**src/verilog/fslsb_pkg.sv**
```systemverilog
package fslsb_pkg;
  // APB register byte offsets.
  localparam logic [7:0] REG_CONFIG   = 8'h00;
  localparam logic [7:0] REG_COMMAND  = 8'h04;
  localparam logic [7:0] REG_STATUS   = 8'h08;
  localparam logic [7:0] REG_FAN0_TGT = 8'h0c;
  localparam logic [7:0] REG_FAN1_TGT = 8'h10;
  localparam logic [7:0] REG_FAN0_CNT = 8'h14;
  localparam logic [7:0] REG_FAN1_CNT = 8'h18;
  localparam logic [7:0] REG_RATE     = 8'h1c;
  localparam logic [7:0] REG_TEMP0    = 8'h20;
  localparam logic [7:0] REG_TEMP1    = 8'h24;
  localparam logic [7:0] REG_TEMP2    = 8'h28;
  // Field positions.
  localparam int CFG_RUN_STOP_BIT = 6;
  localparam int CMD_ONE_SHOT_BIT = 0;
  localparam int STS_BUSY_BIT     = 7;
  localparam int STS_SAVE0_BIT    = 0;
  localparam int STS_SAVE1_BIT    = 1;
  // Reset values.
  localparam logic [7:0] CONFIG_RST = 8'h00;
  localparam logic [7:0] TARGET_RST = 8'hff;
  localparam logic [7:0] RATE_RST   = 8'h02;
  localparam logic [7:0] FAN_STOP   = 8'hff;
  // Timing.
  localparam int CLK_HZ        = 100_000_000;
  localparam int CONV_TIME_MS  = 125;
  localparam int CONV_CYCLES   = (CLK_HZ / 1000) * CONV_TIME_MS;
  localparam int CHAN_CYCLES   = CONV_CYCLES / 3;
  localparam int NUM_CHANNELS  = 3;
  localparam int PWM_STEP      = 1;
  localparam int RATE_UNIT_MS  = 1000;
  localparam int RATE_UNIT_CYC = (CLK_HZ / 1000) * RATE_UNIT_MS;
  // Converter states.
  typedef enum logic [1:0] {
    CONV_IDLE = 2'b00,
    CONV_RUN  = 2'b01,
    CONV_DONE = 2'b10
  } fslsb_conv_t;
endpackage

```
**src/verilog/fslsb_tach.sv**
```systemverilog
`timescale 1ns/10ps
// Measures one fan's period in reference clock cycles and regulates its PWM duty.
module fslsb_tach #(
  parameter int CNT_W = 8
) (
  // Clock and reset.
  input  wire logic             clk_sys_i,
  input  wire logic             rst_b_i,
  // Synchronised pins.
  input  wire logic             ref_rise_i,
  input  wire logic             tach_rise_i,
  // Control and status.
  input  wire logic [CNT_W-1:0] target_i,
  output logic      [CNT_W-1:0] period_o,
  output logic      [CNT_W-1:0] duty_o,
  output logic                  save_o
);
  import fslsb_pkg::*;

  logic [CNT_W-1:0] run_cnt_ff;
  logic [CNT_W-1:0] period_ff;
  logic [CNT_W-1:0] duty_ff;
  logic             save_ff;
  logic             new_period;
  logic [CNT_W-1:0] max_cnt;

  assign max_cnt    = {CNT_W{1'b1}};
  assign new_period = tach_rise_i;

  // Counts reference periods between tach edges and saturates on a stall.
  always_ff @(posedge clk_sys_i or negedge rst_b_i) begin
    if (!rst_b_i) begin
      run_cnt_ff <= '0;
      period_ff  <= '1;
    end else if (new_period) begin
      period_ff  <= run_cnt_ff;
      run_cnt_ff <= '0;
    end else if (ref_rise_i && run_cnt_ff != max_cnt) begin
      run_cnt_ff <= run_cnt_ff + 1'b1;
    end else if (run_cnt_ff == max_cnt) begin
      period_ff  <= max_cnt;
    end
  end

  // Adjusts duty by comparing counts directly; a long period means too slow.
  always_ff @(posedge clk_sys_i or negedge rst_b_i) begin
    if (!rst_b_i) begin
      duty_ff <= '0;
      save_ff <= 1'b1;
    end else if (target_i == FAN_STOP[CNT_W-1:0]) begin
      duty_ff <= '0;
      save_ff <= 1'b1;
    end else begin
      save_ff <= 1'b0;
      if (new_period) begin
        if (period_ff > target_i && duty_ff != max_cnt) begin
          duty_ff <= duty_ff + CNT_W'(PWM_STEP);
        end else if (period_ff < target_i && duty_ff != '0) begin
          duty_ff <= duty_ff - CNT_W'(PWM_STEP);
        end
      end
    end
  end

  assign period_o = period_ff;
  assign duty_o   = duty_ff;
  assign save_o   = save_ff;
endmodule

```
**src/verilog/fslsb_conv.sv**
```systemverilog
`timescale 1ns/10ps
// Sequences a three-channel conversion on auto-rate or one-shot start.
module fslsb_conv #(
  parameter int CHAN_CYC = fslsb_pkg::CHAN_CYCLES,
  parameter int UNIT_CYC = fslsb_pkg::RATE_UNIT_CYC
) (
  // Clock and reset.
  input  wire logic       clk_sys_i,
  input  wire logic       rst_b_i,
  // Control.
  input  wire logic       run_stop_i,
  input  wire logic       one_shot_i,
  input  wire logic [7:0] rate_i,
  // Status.
  output logic            busy_o,
  output logic            done_o,
  output logic [1:0]      chan_o
);
  import fslsb_pkg::*;

  fslsb_conv_t state_ff;
  logic [31:0] cyc_ff;
  logic [31:0] gap_ff;
  logic [7:0]  unit_ff;
  logic [1:0]  chan_ff;
  logic        shot_ff;
  logic        auto_start;

  // Auto start only when not in standby and the idle gap has run out.
  assign auto_start = !run_stop_i && (unit_ff >= rate_i) && (gap_ff == '0);

  // Latches a one-shot request so it is not lost during a running conversion.
  always_ff @(posedge clk_sys_i or negedge rst_b_i) begin
    if (!rst_b_i) begin
      shot_ff <= 1'b0;
    end else if (one_shot_i) begin
      shot_ff <= 1'b1;
    end else if (state_ff == CONV_IDLE) begin
      shot_ff <= 1'b0;
    end
  end

  // Rate timer: only this runs between conversions.
  always_ff @(posedge clk_sys_i or negedge rst_b_i) begin
    if (!rst_b_i) begin
      gap_ff  <= '0;
      unit_ff <= '0;
    end else if (state_ff != CONV_IDLE) begin
      gap_ff  <= '0;
      unit_ff <= '0;
    end else if (gap_ff == 32'(UNIT_CYC - 1)) begin
      gap_ff <= '0;
      if (unit_ff != 8'hff) begin
        unit_ff <= unit_ff + 8'h01;
      end
    end else begin
      gap_ff <= gap_ff + 32'd1;
    end
  end

  // Conversion sequencer over all three channels.
  always_ff @(posedge clk_sys_i or negedge rst_b_i) begin
    if (!rst_b_i) begin
      state_ff <= CONV_IDLE;
      cyc_ff   <= '0;
      chan_ff  <= '0;
    end else begin
      case (state_ff)
        CONV_IDLE: begin
          if (shot_ff || auto_start) begin
            state_ff <= CONV_RUN;
            cyc_ff   <= '0;
            chan_ff  <= '0;
          end
        end
        CONV_RUN: begin
          if (cyc_ff == 32'(CHAN_CYC - 1)) begin
            cyc_ff <= '0;
            if (chan_ff == 2'(NUM_CHANNELS - 1)) begin
              state_ff <= CONV_DONE;
            end else begin
              chan_ff <= chan_ff + 2'd1;
            end
          end else begin
            cyc_ff <= cyc_ff + 32'd1;
          end
        end
        CONV_DONE: begin
          state_ff <= CONV_IDLE;
        end
        default: begin
          state_ff <= CONV_IDLE;
        end
      endcase
    end
  end

  // Busy covers only the three channel slots; the done cycle just hands results over.
  assign busy_o = (state_ff == CONV_RUN);
  assign done_o = (state_ff == CONV_DONE);
  assign chan_o = chan_ff;
endmodule

```
**src/verilog/fslsb_top.sv**
```systemverilog
// The APB interface to the registers and the address map were left to the implementer.
`timescale 1ns/10ps
// Summary of operation
// - Fan speed is the count of reference clock periods between two tach rising edges.
// - The PWM loop compares that period count with the target count, with no division.
// - A target of 255 stops the fan drive and puts the channel into power saving.
// - The run/stop bit set high puts the converter into standby and halts auto conversion.
// - In standby all registers are kept and bus reads and writes still work.
// - Standby affects temperature measurement only; the fan channels keep running.
// - A one-shot command in standby runs one full measurement, then standby resumes.
// - Each conversion lasts 125 ms and only the rate timer runs between conversions.
// - A busy bit shows a conversion in progress while old results stay readable.
// - Every start converts all three channels before the results are updated.
module fslsb_top #(
  parameter int CHAN_CYC = fslsb_pkg::CHAN_CYCLES,
  parameter int UNIT_CYC = fslsb_pkg::RATE_UNIT_CYC
) (
  // Clock and reset.
  input  wire logic        clk_sys_i,
  input  wire logic        rst_b_i,
  // APB slave.
  input  wire logic        psel_i,
  input  wire logic        penable_i,
  input  wire logic        pwrite_i,
  input  wire logic [7:0]  paddr_i,
  input  wire logic [31:0] pwdata_i,
  output logic [31:0]      prdata_o,
  output logic             pready_o,
  output logic             pslverr_o,
  // Fan pins.
  input  wire logic        fan_ref_clk_i,
  input  wire logic [1:0]  tach_pulse_input_i,
  output logic [1:0]       fan_pwm_o,
  // Converter side.
  input  wire logic [23:0] adc_sample_i,
  output logic             conv_busy_o
);
  import fslsb_pkg::*;

  logic [2:0]  ref_sync_ff;
  logic [2:0]  tach_sync0_ff;
  logic [2:0]  tach_sync1_ff;
  logic        ref_rise;
  logic [1:0]  tach_rise;
  logic [7:0]  config_ff;
  logic [7:0]  rate_ff;
  logic [7:0]  target_ff [2];
  logic [7:0]  temp_ff [3];
  logic [7:0]  shadow_ff [3];
  logic [7:0]  period [2];
  logic [7:0]  duty [2];
  logic [1:0]  save;
  logic [7:0]  pwm_cnt_ff;
  logic [1:0]  pwm_ff;
  logic        one_shot_ff;
  logic        busy;
  logic        done;
  logic [1:0]  chan;
  logic        busy_ff;
  logic [31:0] prdata_ff;
  logic        pready_ff;
  logic        pslverr_ff;
  logic        wr_en;
  logic        rd_en;
  logic        addr_ok;
  logic [31:0] rd_mux;

  // Pins from outside pass two flops; the third stage only feeds edge detection.
  always_ff @(posedge clk_sys_i or negedge rst_b_i) begin
    if (!rst_b_i) begin
      ref_sync_ff   <= '0;
      tach_sync0_ff <= '0;
      tach_sync1_ff <= '0;
    end else begin
      ref_sync_ff   <= {ref_sync_ff[1:0], fan_ref_clk_i};
      tach_sync0_ff <= {tach_sync0_ff[1:0], tach_pulse_input_i[0]};
      tach_sync1_ff <= {tach_sync1_ff[1:0], tach_pulse_input_i[1]};
    end
  end

  assign ref_rise     = ref_sync_ff[1] & ~ref_sync_ff[2];
  assign tach_rise[0] = tach_sync0_ff[1] & ~tach_sync0_ff[2];
  assign tach_rise[1] = tach_sync1_ff[1] & ~tach_sync1_ff[2];

  // One period meter and speed loop per fan, independent of standby.
  genvar gi;
  generate
    for (gi = 0; gi < 2; gi++) begin : g_fan
      fslsb_tach #(
        .CNT_W (8)
      ) u_tach (
        .clk_sys_i   (clk_sys_i),
        .rst_b_i     (rst_b_i),
        .ref_rise_i  (ref_rise),
        .tach_rise_i (tach_rise[gi]),
        .target_i    (target_ff[gi]),
        .period_o    (period[gi]),
        .duty_o      (duty[gi]),
        .save_o      (save[gi])
      );
    end
  endgenerate

  // Free-running PWM ramp shared by both channels.
  always_ff @(posedge clk_sys_i or negedge rst_b_i) begin
    if (!rst_b_i) begin
      pwm_cnt_ff <= '0;
      pwm_ff     <= '0;
    end else begin
      pwm_cnt_ff <= pwm_cnt_ff + 8'h01;
      pwm_ff[0]  <= !save[0] && (pwm_cnt_ff < duty[0]);
      pwm_ff[1]  <= !save[1] && (pwm_cnt_ff < duty[1]);
    end
  end

  // Conversion sequencer; standby blocks only its auto starts.
  fslsb_conv #(
    .CHAN_CYC (CHAN_CYC),
    .UNIT_CYC (UNIT_CYC)
  ) u_conv (
    .clk_sys_i  (clk_sys_i),
    .rst_b_i    (rst_b_i),
    .run_stop_i (config_ff[CFG_RUN_STOP_BIT]),
    .one_shot_i (one_shot_ff),
    .rate_i     (rate_ff),
    .busy_o     (busy),
    .done_o     (done),
    .chan_o     (chan)
  );

  // Each channel's sample is held in a shadow until all three are done.
  always_ff @(posedge clk_sys_i or negedge rst_b_i) begin
    if (!rst_b_i) begin
      shadow_ff[0] <= '0;
      shadow_ff[1] <= '0;
      shadow_ff[2] <= '0;
      temp_ff[0]   <= '0;
      temp_ff[1]   <= '0;
      temp_ff[2]   <= '0;
    end else if (done) begin
      temp_ff[0] <= shadow_ff[0];
      temp_ff[1] <= shadow_ff[1];
      temp_ff[2] <= shadow_ff[2];
    end else if (busy) begin
      shadow_ff[chan] <= adc_sample_i[8*chan +: 8];
    end
  end

  // APB decode; answer on the edge after the first access cycle, with one wait state.
  assign wr_en   = psel_i && penable_i && pwrite_i && !pready_ff;
  assign rd_en   = psel_i && penable_i && !pwrite_i && !pready_ff;
  assign addr_ok = (paddr_i[1:0] == 2'b00) && (paddr_i <= REG_TEMP2);

  // Control register writes; these survive standby untouched.
  always_ff @(posedge clk_sys_i or negedge rst_b_i) begin
    if (!rst_b_i) begin
      config_ff    <= CONFIG_RST;
      rate_ff      <= RATE_RST;
      target_ff[0] <= TARGET_RST;
      target_ff[1] <= TARGET_RST;
    end else if (wr_en) begin
      case (paddr_i)
        REG_CONFIG:   config_ff    <= pwdata_i[7:0];
        REG_RATE:     rate_ff      <= pwdata_i[7:0];
        REG_FAN0_TGT: target_ff[0] <= pwdata_i[7:0];
        REG_FAN1_TGT: target_ff[1] <= pwdata_i[7:0];
        default:      config_ff    <= config_ff;
      endcase
    end
  end

  // One-shot command is a single-cycle pulse on a write of its bit.
  always_ff @(posedge clk_sys_i or negedge rst_b_i) begin
    if (!rst_b_i) begin
      one_shot_ff <= 1'b0;
    end else begin
      one_shot_ff <= wr_en && (paddr_i == REG_COMMAND) && pwdata_i[CMD_ONE_SHOT_BIT];
    end
  end

  // Read data multiplexer.
  always_comb begin
    rd_mux = '0;
    case (paddr_i)
      REG_CONFIG:   rd_mux[7:0] = config_ff;
      REG_STATUS: begin
        rd_mux[STS_BUSY_BIT]  = busy;
        rd_mux[STS_SAVE0_BIT] = save[0];
        rd_mux[STS_SAVE1_BIT] = save[1];
      end
      REG_FAN0_TGT: rd_mux[7:0] = target_ff[0];
      REG_FAN1_TGT: rd_mux[7:0] = target_ff[1];
      REG_FAN0_CNT: rd_mux[7:0] = period[0];
      REG_FAN1_CNT: rd_mux[7:0] = period[1];
      REG_RATE:     rd_mux[7:0] = rate_ff;
      REG_TEMP0:    rd_mux[7:0] = temp_ff[0];
      REG_TEMP1:    rd_mux[7:0] = temp_ff[1];
      REG_TEMP2:    rd_mux[7:0] = temp_ff[2];
      default:      rd_mux      = '0;
    endcase
  end

  // APB answer registers; reads always work, standby or not.
  always_ff @(posedge clk_sys_i or negedge rst_b_i) begin
    if (!rst_b_i) begin
      prdata_ff  <= '0;
      pready_ff  <= 1'b0;
      pslverr_ff <= 1'b0;
    end else begin
      pready_ff  <= psel_i && penable_i && !pready_ff;
      pslverr_ff <= psel_i && penable_i && !pready_ff && !addr_ok;
      if (rd_en) begin
        prdata_ff <= rd_mux;
      end
    end
  end

  // Registered busy pin.
  always_ff @(posedge clk_sys_i or negedge rst_b_i) begin
    if (!rst_b_i) begin
      busy_ff <= 1'b0;
    end else begin
      busy_ff <= busy;
    end
  end

  assign prdata_o    = prdata_ff;
  assign pready_o    = pready_ff;
  assign pslverr_o   = pslverr_ff;
  assign fan_pwm_o   = pwm_ff;
  assign conv_busy_o = busy_ff;
endmodule

```
**config.mk**
```make
export PLATFORM = sky130hd
export DESIGN_NAME = fslsb_top
export DESIGN_NICKNAME = d
export VERILOG_FILES = /design/src/verilog/fslsb_pkg.sv /design/src/verilog/fslsb_tach.sv /design/src/verilog/fslsb_conv.sv /design/src/verilog/fslsb_top.sv
export SDC_FILE = /design/constraint.sdc
export NUM_CORES = 1
export LEC_CHECK = 0
export BUFFER_PORTS_ARGS = -buffer_cell sky130_fd_sc_hd__buf_4
export CAP_MARGIN = 5
export CORE_UTILIZATION = 37
export CTS_BUF_LIST = sky130_fd_sc_hd__clkbuf_4
export CTS_CLUSTER_SIZE = 30
export DETAILED_ROUTE_END_ITERATION = 8
export PLACE_DENSITY = 0.63
export SLEW_MARGIN = 20
export SYNTH_ARGS = -nofsm -noshare
export SYNTH_HDL_FRONTEND = slang
export SYNTH_SLANG_ARGS = --single-unit
```
**constraint.sdc**
```tcl
create_clock -name clk_sys_i -period 4.05 [get_ports clk_sys_i]
set_input_delay 0 -clock clk_sys_i [delete_from_list [all_inputs] [get_ports clk_sys_i]]
set_output_delay 0 -clock clk_sys_i [all_outputs]
set_load 0.01 [all_outputs]
```
==> results of run 1 <==
## cell type report
class | count | area, sq um
fill | 3265 | 19170
clock buffer | 97 | 728.2
inverter | 75 | 281.5
multi-input combinational | 970 | 6534
clock inverter | 24 | 200.2
tap | 455 | 569.3
antenna | 1 | 2.502
sequential | 238 | 6000
timing repair buffer | 128 | 1144
## logic make-up (layout without fill, tap and decap cells)
group	count (synthesis)	in the layout	synth area share [%]
AOI/OAI and AO/OA	296	296	14.45
muxes	89	89	7.408
xor gates and xnor gates	50	50	3.354
buffers and inverters	142	324	4.897
other	1	25	0.02872
adders and majority gates	63	63	6.153
DFF	238	238	45.96
and+or+nand+nor	448	448	17.75
## worst max path at each step
stage | from | to | slack (ns) | cells past startpoint
after floorplan | target_ff[7]$_DFFE_PN1P_ | g_fan[1].u_tach.duty_o[7]$_DFFE_PN0P_ | 0.74 | 13
after detailed placement | target_ff[6]$_DFFE_PN1P_ | g_fan[1].u_tach.duty_o[7]$_DFFE_PN0P_ | 0.36 | 13
after global placement | target_ff[7]$_DFFE_PN1P_ | g_fan[1].u_tach.duty_o[7]$_DFFE_PN0P_ | 0.44 | 13
after global routing | target_ff[6]$_DFFE_PN1P_ | g_fan[1].u_tach.duty_o[7]$_DFFE_PN0P_ | 0.06 | 13
after CTS | target_ff[6]$_DFFE_PN1P_ | g_fan[1].u_tach.duty_o[7]$_DFFE_PN0P_ | 0.33 | 13
final | target_ff[6]$_DFFE_PN1P_ | g_fan[1].u_tach.duty_o[7]$_DFFE_PN0P_ | 0.29 | 13
## synth_stat cells, types with 4 or more instances
library cell  instances  area [sq um]
mux2i_1              37         370.4
nor4b_1               4         35.03
a211o_1               5         43.79
o22a_1               16         140.1
nand3_1              64         320.3
o21bai_1              5         37.54
or3_1                13         81.33
clkbuf_1             34         127.6
a22oi_1              15         112.6
a31oi_1              17         106.4
mux2_2               51         574.3
nor2_1              106         397.9
inv_1                75         281.5
nor4_1               15         93.84
o22ai_1               8         50.05
o211ai_1              5         37.54
a21o_1                8         60.06
ha_1                 61         763.2
and2_1                8         50.05
a211oi_1             10         75.07
a21oi_1              67         335.3
xnor2_1              21         183.9
o2111ai_1             4         35.03
dfrtp_1             203          5080
or2_2                 6         37.54
o21ai_0              90         450.4
nand4_1              27         168.9
xor2_1               29         254.0
and4_1               13         113.9
a221oi_1              7         61.31
and3_1               23         143.9
nor2b_1              11         68.82
nor3_1               22         110.1
nand2_1              98         367.9
buf_4                24         180.2
o21a_1                6         45.04
dfstp_2              35         919.6
buf_2                 7         35.03
nand2b_1             12         75.07
or4_1                 8         60.06
## sequential cells by signal, summed over array words and instances, names as in the netlist, 8 cells and up
| signal | count |
|---|---|
| u_conv.cyc_ff | 32 |
| u_conv.gap_ff | 32 |
| shadow_ff | 24 |
| temp_ff | 24 |
| g_fan.u_tach.duty_o | 16 |
| g_fan.u_tach.period_o | 16 |
| g_fan.u_tach.run_cnt_ff | 16 |
| target_ff | 16 |
| config_ff | 8 |
| prdata_o | 8 |
| pwm_cnt_ff | 8 |
| rate_ff | 8 |
| u_conv.unit_ff | 8 |
## cells in the final DEF (no fill, tap or decap), types with 16 or more instances in the layout
master	netlist	routed
xnor2_1	21	21
o22a_1	16	16
xor2_1	29	29
clkbuf_4	0	97
nand2_1	98	98
clkinv_1	0	16
nor2_1	106	106
nand3_1	64	64
a31oi_1	17	17
dlygate4sd3_1	0	57
o21ai_0	90	90
inv_1	75	75
mux2i_1	37	37
dfstp_2	35	35
nand4_1	27	27
conb_1	1	24
dfrtp_1	203	203
mux2_2	51	51
ha_1	61	61
and3_1	23	23
a21oi_1	67	67
buf_4	24	68
nor3_1	22	22
## timing repair
item                       in CTS  in global routing
hold endpoints to repair      184                  0
setup endpoints to repair       0                  0
gates resized for setup         0                  0
hold buffers                   58                  0
## through the flow
step,hold WS [ns],util (%)
floorplan,-0.2956,-
global placement,0.08969,40.22
detailed placement,0.09517,40.22
CTS,0.1033,44.63
global route,0.1161,44.64
finish,0.1656,44.64
## routing by layer
| layer | vias to the layer above | share of wire (%) | global-route usage (%) |
|---|---|---|---|
| met5 | - | 0 | 0 |
| met4 | 0 | 2.1 | 6.483 |
| met3 | 72 | 5.5 | 4.243 |
| met2 | 241 | 46 | 28.62 |
| met1 | 5191 | 47 | 24.45 |
| li1 | 5110 | - | - |
## critical path, cell delays in order (launching register included)
cell	delay (ns)
dfstp_2	0.57
inv_1	0.05
ha_1	0.29
and4_1	0.24
and4_1	0.21
nor3_2	0.31
nand2_1	0.26
ha_1	0.44
nand3_1	0.11
o2111ai_1	0.19
o211ai_1	0.15
or3b_1	0.38
a211oi_1	0.27
mux2i_1	0.21
## power breakdown
part	switching [uW]	internal, uW
clock network	1060	1360
logic	645	554
registers	214	2560
==> metrics.md, run 1 <==
| Metric | Value |
|---|---|
| Status | `complete, no violations` |
| Clock Tree Buf Depth | `3` |
| Die Area | `approximately 36000 sq um` |
| DR DRC count | `0` |
| Max-slew violation count | `0` |
| Post-DP HPWL | `between 20 and 25 mm` |
| Worst hold path cell count | `3` |
| H-tree Lvls | `3` |
| CP Class | `reg2reg` |
| Max-capacitance violation count | `0` |
| Final Power | `about 6400 uW` |
| Period minus WS final | `about 3.8 ns` |
| Inst Count DP | `approximately 1800` |
| Layout area overhead | `18.41%` |
| Hold crit path type | `in2reg` |
| Worst slew pin tran | `between 1 and 1.5 ns` |
| Pre-CTS setup slack | `0.3641 ns` |
| CTS tree | `yes` |
| Crit path max fanout | `7` |
| Total CTS buffers | `68` |
| Clock transition at path regs | `0.08 ns` |
| Final-report hold violation count | `0` |
| Tot GR Track Use | `18.22%` |
| DR WL/cell | `16.04 um` |
| CTS root buffer | `clkbuf_4` |
| Mapped Cells | `1327` |
| Port Buffer Count | `60` |
| Required @ worst endpoint | `~4.7 ns` |
| DRT iter0 DRCs | `between 600 and 700` |
| Startpoint Class | `flop` |
| Seq/Total Area, Yosys | `between 40% and 50%` |
| Total number of yosys warnings | `0` |
| Initial Utilization | `between 30% and 40%` |
| Placed instance area | `13930 sq um` |
| Seq cells post-synth | `roughly 240` |
| Initial antenna violation count | `1` |
| Layout Cells excl Fill | `1988` |
| Detailed Route WL | `~32 mm` |
| Worst path arrival time | `around 4.4 ns` |
| Synthesized cell area | `roughly 13000 sq um` |
| Via count | `10610` |
| R2R setup slack | `around 0.3 ns` |
| Vias per cell | `between 5 and 6` |
| Capture point of the worst reg-to-reg path | `g_fan[1].u_tach.duty_o[7]$_DFFE_PN0P_` |
| Yosys cell types | `a little under 80` |
| Max VDD drop | `between 0.0002 and 0.0003 V` |
| Later-pin clock latency in the skew report | `about 0.70 ns` |
| Top_reg_cell synth | `dfrtp_1` |
| Core area | `around 35000 sq um` |
| GPL Wtd Cong | `about 0.9` |
| Power per cell area | `between 400 and 500 nW/um^2` |
| Final WS setup | `between 0.2 and 0.3 ns` |
| RSZ-0062 raised after global routing | `false` |
| Setup tns final | `0 ns` |
| Grt total ovfl | `0` |
| Skew final | `roughly 0.039 ns` |
| Worst R2R Start | `target_ff[6]$_DFFE_PN1P_` |
| FFs w/ async S/R, synth | `between 90% and 100%` |
| Chip width | `about 190 um` |
| F_max | `~270 MHz` |
| Share of layout cells above drive strength 1 | `18.86%` |
| Antenna Nets Post-Route | `0` |
| Final period utilization | `92.78%` |
| # Post-CTS Setup Buffers | `0` |
| Hold Crit Start | `pwdata_i[4]` |
| Pre-antenna DRT Iters | `5` |
| CP Capture Type | `flop` |
| Worst reg-to-reg path cell count | `13` |
| Count of clock tree sinks | `~240` |
| Number of synthesized flops with an enable pin | `0` |
| Final setup vio count | `0` |
| NumNets Final | `1616` |
| I/O pin total | `between 100 and 150` |
| Post-route design area | `approximately 15000 sq um` |
| Die H | `~190 um` |
| Rows | `between 60 and 70` |
| Lkg Pwr | `0.006882 uW` |
| Vias in the first global route | `10600` |
| Syn Area/Cell | `between 9 and 10 sq um` |
| Worst hold path endpoint | `rate_ff[4]$_DFFE_PN0P_` |
| First-pass GRT wire length | `about 53 mm` |
| Largest net degree at the start of global routing | `just over 100` |
| Max-Slew Margin vs Limit | `31.27%` |
Note: power is estimated with default switching activity, not from simulation.
==> run 2: changes to the inputs <==
- GPL_ROUTABILITY_DRIVEN: default -> 0
- clock period: 4.05 -> 4 ns (I/O delays scaled with it)
==> run 2 against run 1 <==
Net effect:
- combinational power barely moved
- fmax increased by 0.68%
- routed wire length shrank 1.3%
- non-clock buffer count stayed put
- core utilization decreased by 0.30 points
- flip-flop and latch count stayed put
- cell count fell by 0.25%
- sequential power increased by 1%
- first-iteration DRC count down 2.7%
- cell area is 0.68% lower
- power shrank 2.4%
- largest power group unchanged
==> metrics.md, run 2 (synthesis gave the netlist of run 1 again) <==
| Metric | Value |
|---|---|
| Status | `complete, no violations (unchanged)` |
| RSZ-0062 raised after global routing | `false (unchanged)` |
| NumNets Final | `1615 (was 1616)` |
| Pre-CTS setup slack | `0.3326 ns (was 0.3641 ns)` |
| Setup tns final | `0 ns (unchanged)` |
| Startpoint Class | `flop (unchanged)` |
| Post-route design area | `15350 sq um (was 15460 sq um)` |
| Max-slew violation count | `0 (unchanged)` |
| Pre-antenna DRT Iters | `5 (unchanged)` |
| I/O pin total | `109 (unchanged)` |
| Final Util | `44.34% (was 44.64%)` |
| Skew final | `0.05104 ns (was 0.03915 ns)` |
| Later-pin clock latency in the skew report | `0.68 ns (was 0.70 ns)` |
| Layout area overhead | `17.61% (was 18.41%)` |
| Clock transition at path regs | `0.06 ns (was 0.08 ns)` |
| Worst slew pin tran | `1.020 ns (was 1.029 ns)` |
| Max-capacitance violation count | `0 (unchanged)` |
| DR WL/cell | `15.87 um (was 16.04 um)` |
| Hold slack | `0.02976 ns (was 0.1656 ns)` |
| Chip width | `189.8 um (unchanged)` |
| CP Class | `reg2reg (unchanged)` |
| Power per cell area | `406.8 nW/um^2 (was 413.8 nW/um^2)` |
| Leading cell type in the layout, fill and taps excluded | `dfrtp_1 (unchanged)` |
| Critical path startpoint | `target_ff[13]$_DFFE_PN1P_ (was target_ff[6]$_DFFE_PN1P_)` |
| F_max | `267.9 MHz (was 266.1 MHz)` |
| Hold crit path type | `in2async (was in2reg)` |
| Clock Tree Buf Depth | `3 (unchanged)` |
| Worst reg-to-reg path cell count | `13 (unchanged)` |
| # Post-CTS Setup Buffers | `0 (unchanged)` |
| Via count | `10540 (was 10610)` |
| Die H | `189.8 um (unchanged)` |
| Max-Slew Margin vs Limit | `31.85% (was 31.27%)` |
| Filler Cells Inserted | `3268 (was 3265)` |
| CTS tree | `yes (unchanged)` |
| Initial Utilization | `37.70% (unchanged)` |
| Post-DP HPWL | `21.32 mm (was 21.63 mm)` |
| H-tree Lvls | `3 (unchanged)` |
| Total CTS buffers | `67 (was 68)` |
| DR DRC count | `0 (unchanged)` |
| R2R setup slack | `0.27 ns (was 0.29 ns)` |
| Vias in the first global route | `10630 (was 10600)` |
| Port Buffer Count | `60 (unchanged)` |
| Max VDD drop | `0.0002280 V (was 0.0002519 V)` |
| Top Registers | `u_conv.cyc_ff x32, u_conv.gap_ff x32 (unchanged)` |
| Rows | `68 (unchanged)` |
| Largest net degree at the start of global routing | `119 (was 102)` |
| Final period utilization | `93.31% (was 92.78%)` |
| Crit path max fanout | `7 (unchanged)` |
| Placed instance area | `13930 sq um (about the same)` |
| Core area | `34630 sq um (unchanged)` |
| Capture point of the worst reg-to-reg path | `g_fan[0].u_tach.duty_o[7]$_DFFE_PN0P_ (was g_fan[1].u_tach.duty_o[7]$_DFFE_PN0P_)` |
| Final WS setup | `0.2678 ns (was 0.2923 ns)` |
| Antenna Nets Post-Route | `0 (unchanged)` |
| Tot GR Track Use | `18.21% (was 18.22%)` |
| DRT iter0 DRCs | `658 (was 676)` |
| Die Area | `36040 sq um (unchanged)` |
| Worst R2R Start | `target_ff[13]$_DFFE_PN1P_ (was target_ff[6]$_DFFE_PN1P_)` |
| Required @ worst endpoint | `4.59 ns (was 4.66 ns)` |
| Detailed Route WL | `31.46 mm (was 31.88 mm)` |
| Share of layout cells above drive strength 1 | `18.93% (was 18.86%)` |
| Final setup vio count | `0 (unchanged)` |
| Grt total ovfl | `0 (unchanged)` |
| Initial antenna violation count | `1 (unchanged)` |
| Vias per cell | `5.316 (was 5.339)` |
| Count of clock tree sinks | `238 (unchanged)` |
| Final-report hold violation count | `0 (unchanged)` |
| Most frequent cells in the layout | `dfrtp_1, nor2_1, nand2_1 (unchanged)` |
| Lkg Pwr | `0.006814 uW (was 0.006882 uW)` |
| CP Capture Type | `flop (unchanged)` |
| Worst path arrival time | `4.32 ns (was 4.37 ns)` |
| CTS root buffer | `clkbuf_4 (unchanged)` |
| First-pass GRT wire length | `53.61 mm (was 53.39 mm)` |
| Period minus WS final | `3.732 ns (was 3.758 ns)` |
==> run 2: power by group <==
part / leakage [uW] / switching, uW / internal, uW
Sequential: 0.00300 / 216 / 2590
Combinational: 0.00331 / 651 / 557
Clock: 0.000498 / 1050 / 1170
Total: 0.00681 / 1920 / 4320
==> run 2: per-layer routing <==
layer | wire, um | GRT usage [%]
met1 | 14750 | 25.02
met2 | 14260 | 28.26
met3 | 1706 | 3.763
met4 | 745 | 6.576
met5 | 0 | 0
==> run 2: final cells by class <==
| class | count | area (sq um) | share of cell area (%) |
|---|---|---|---|
| antenna | 1 | 2.502 | 0.01630 |
| clock buffer | 96 | 720.7 | 4.694 |
| clock inverter | 20 | 117.6 | 0.7660 |
| inverter | 75 | 281.5 | 1.834 |
| multi-input combinational | 970 | 6536 | 42.57 |
| sequential | 238 | 6000 | 39.08 |
| tap | 455 | 569.3 | 3.708 |
| timing repair buffer | 128 | 1126 | 7.334 |
==> run 2: worst max path at each step <==
stage | endpoint | slack, ns
2_1_floorplan | g_fan[1].u_tach.duty_o[7]$_DFFE_PN0P_ | 0.69
3_3_place_gp | g_fan[1].u_tach.duty_o[7]$_DFFE_PN0P_ | 0.39
3_5_place_dp | g_fan[0].u_tach.duty_o[7]$_DFFE_PN0P_ | 0.33
4_1_cts | g_fan[1].u_tach.duty_o[7]$_DFFE_PN0P_ | 0.28
5_1_grt | g_fan[1].u_tach.duty_o[7]$_DFFE_PN0P_ | 0.06
6_report | g_fan[0].u_tach.duty_o[7]$_DFFE_PN0P_ | 0.27
==> run 2: through the flow <==
step                      total power, uW  cells
final                                6245   1983
after CTS                            6328   1982
after floorplan                      3660   1350
after detailed placement             4014   1808
after global placement               3967   1808
after global routing                 6649   1983
==> run 2: critical path, stage by stage (launching register included) <==
cell and delay (ns):
dfstp_2 0.55, inv_1 0.07, ha_1 0.29, a211o_1 0.31
a21oi_1 0.24, nand3_1 0.22, nand2_1 0.29, ha_1 0.29
a21oi_1 0.21, o211ai_1 0.16, o41a_1 0.35, a21o_1 0.16
a211oi_1 0.28, mux2i_1 0.21
==> run 2: timing repair <==
item,CTS,global route
setup endpoints to repair,0,1
hold buffers,58,0
hold endpoints to repair,186,0
gates resized for setup,0,1
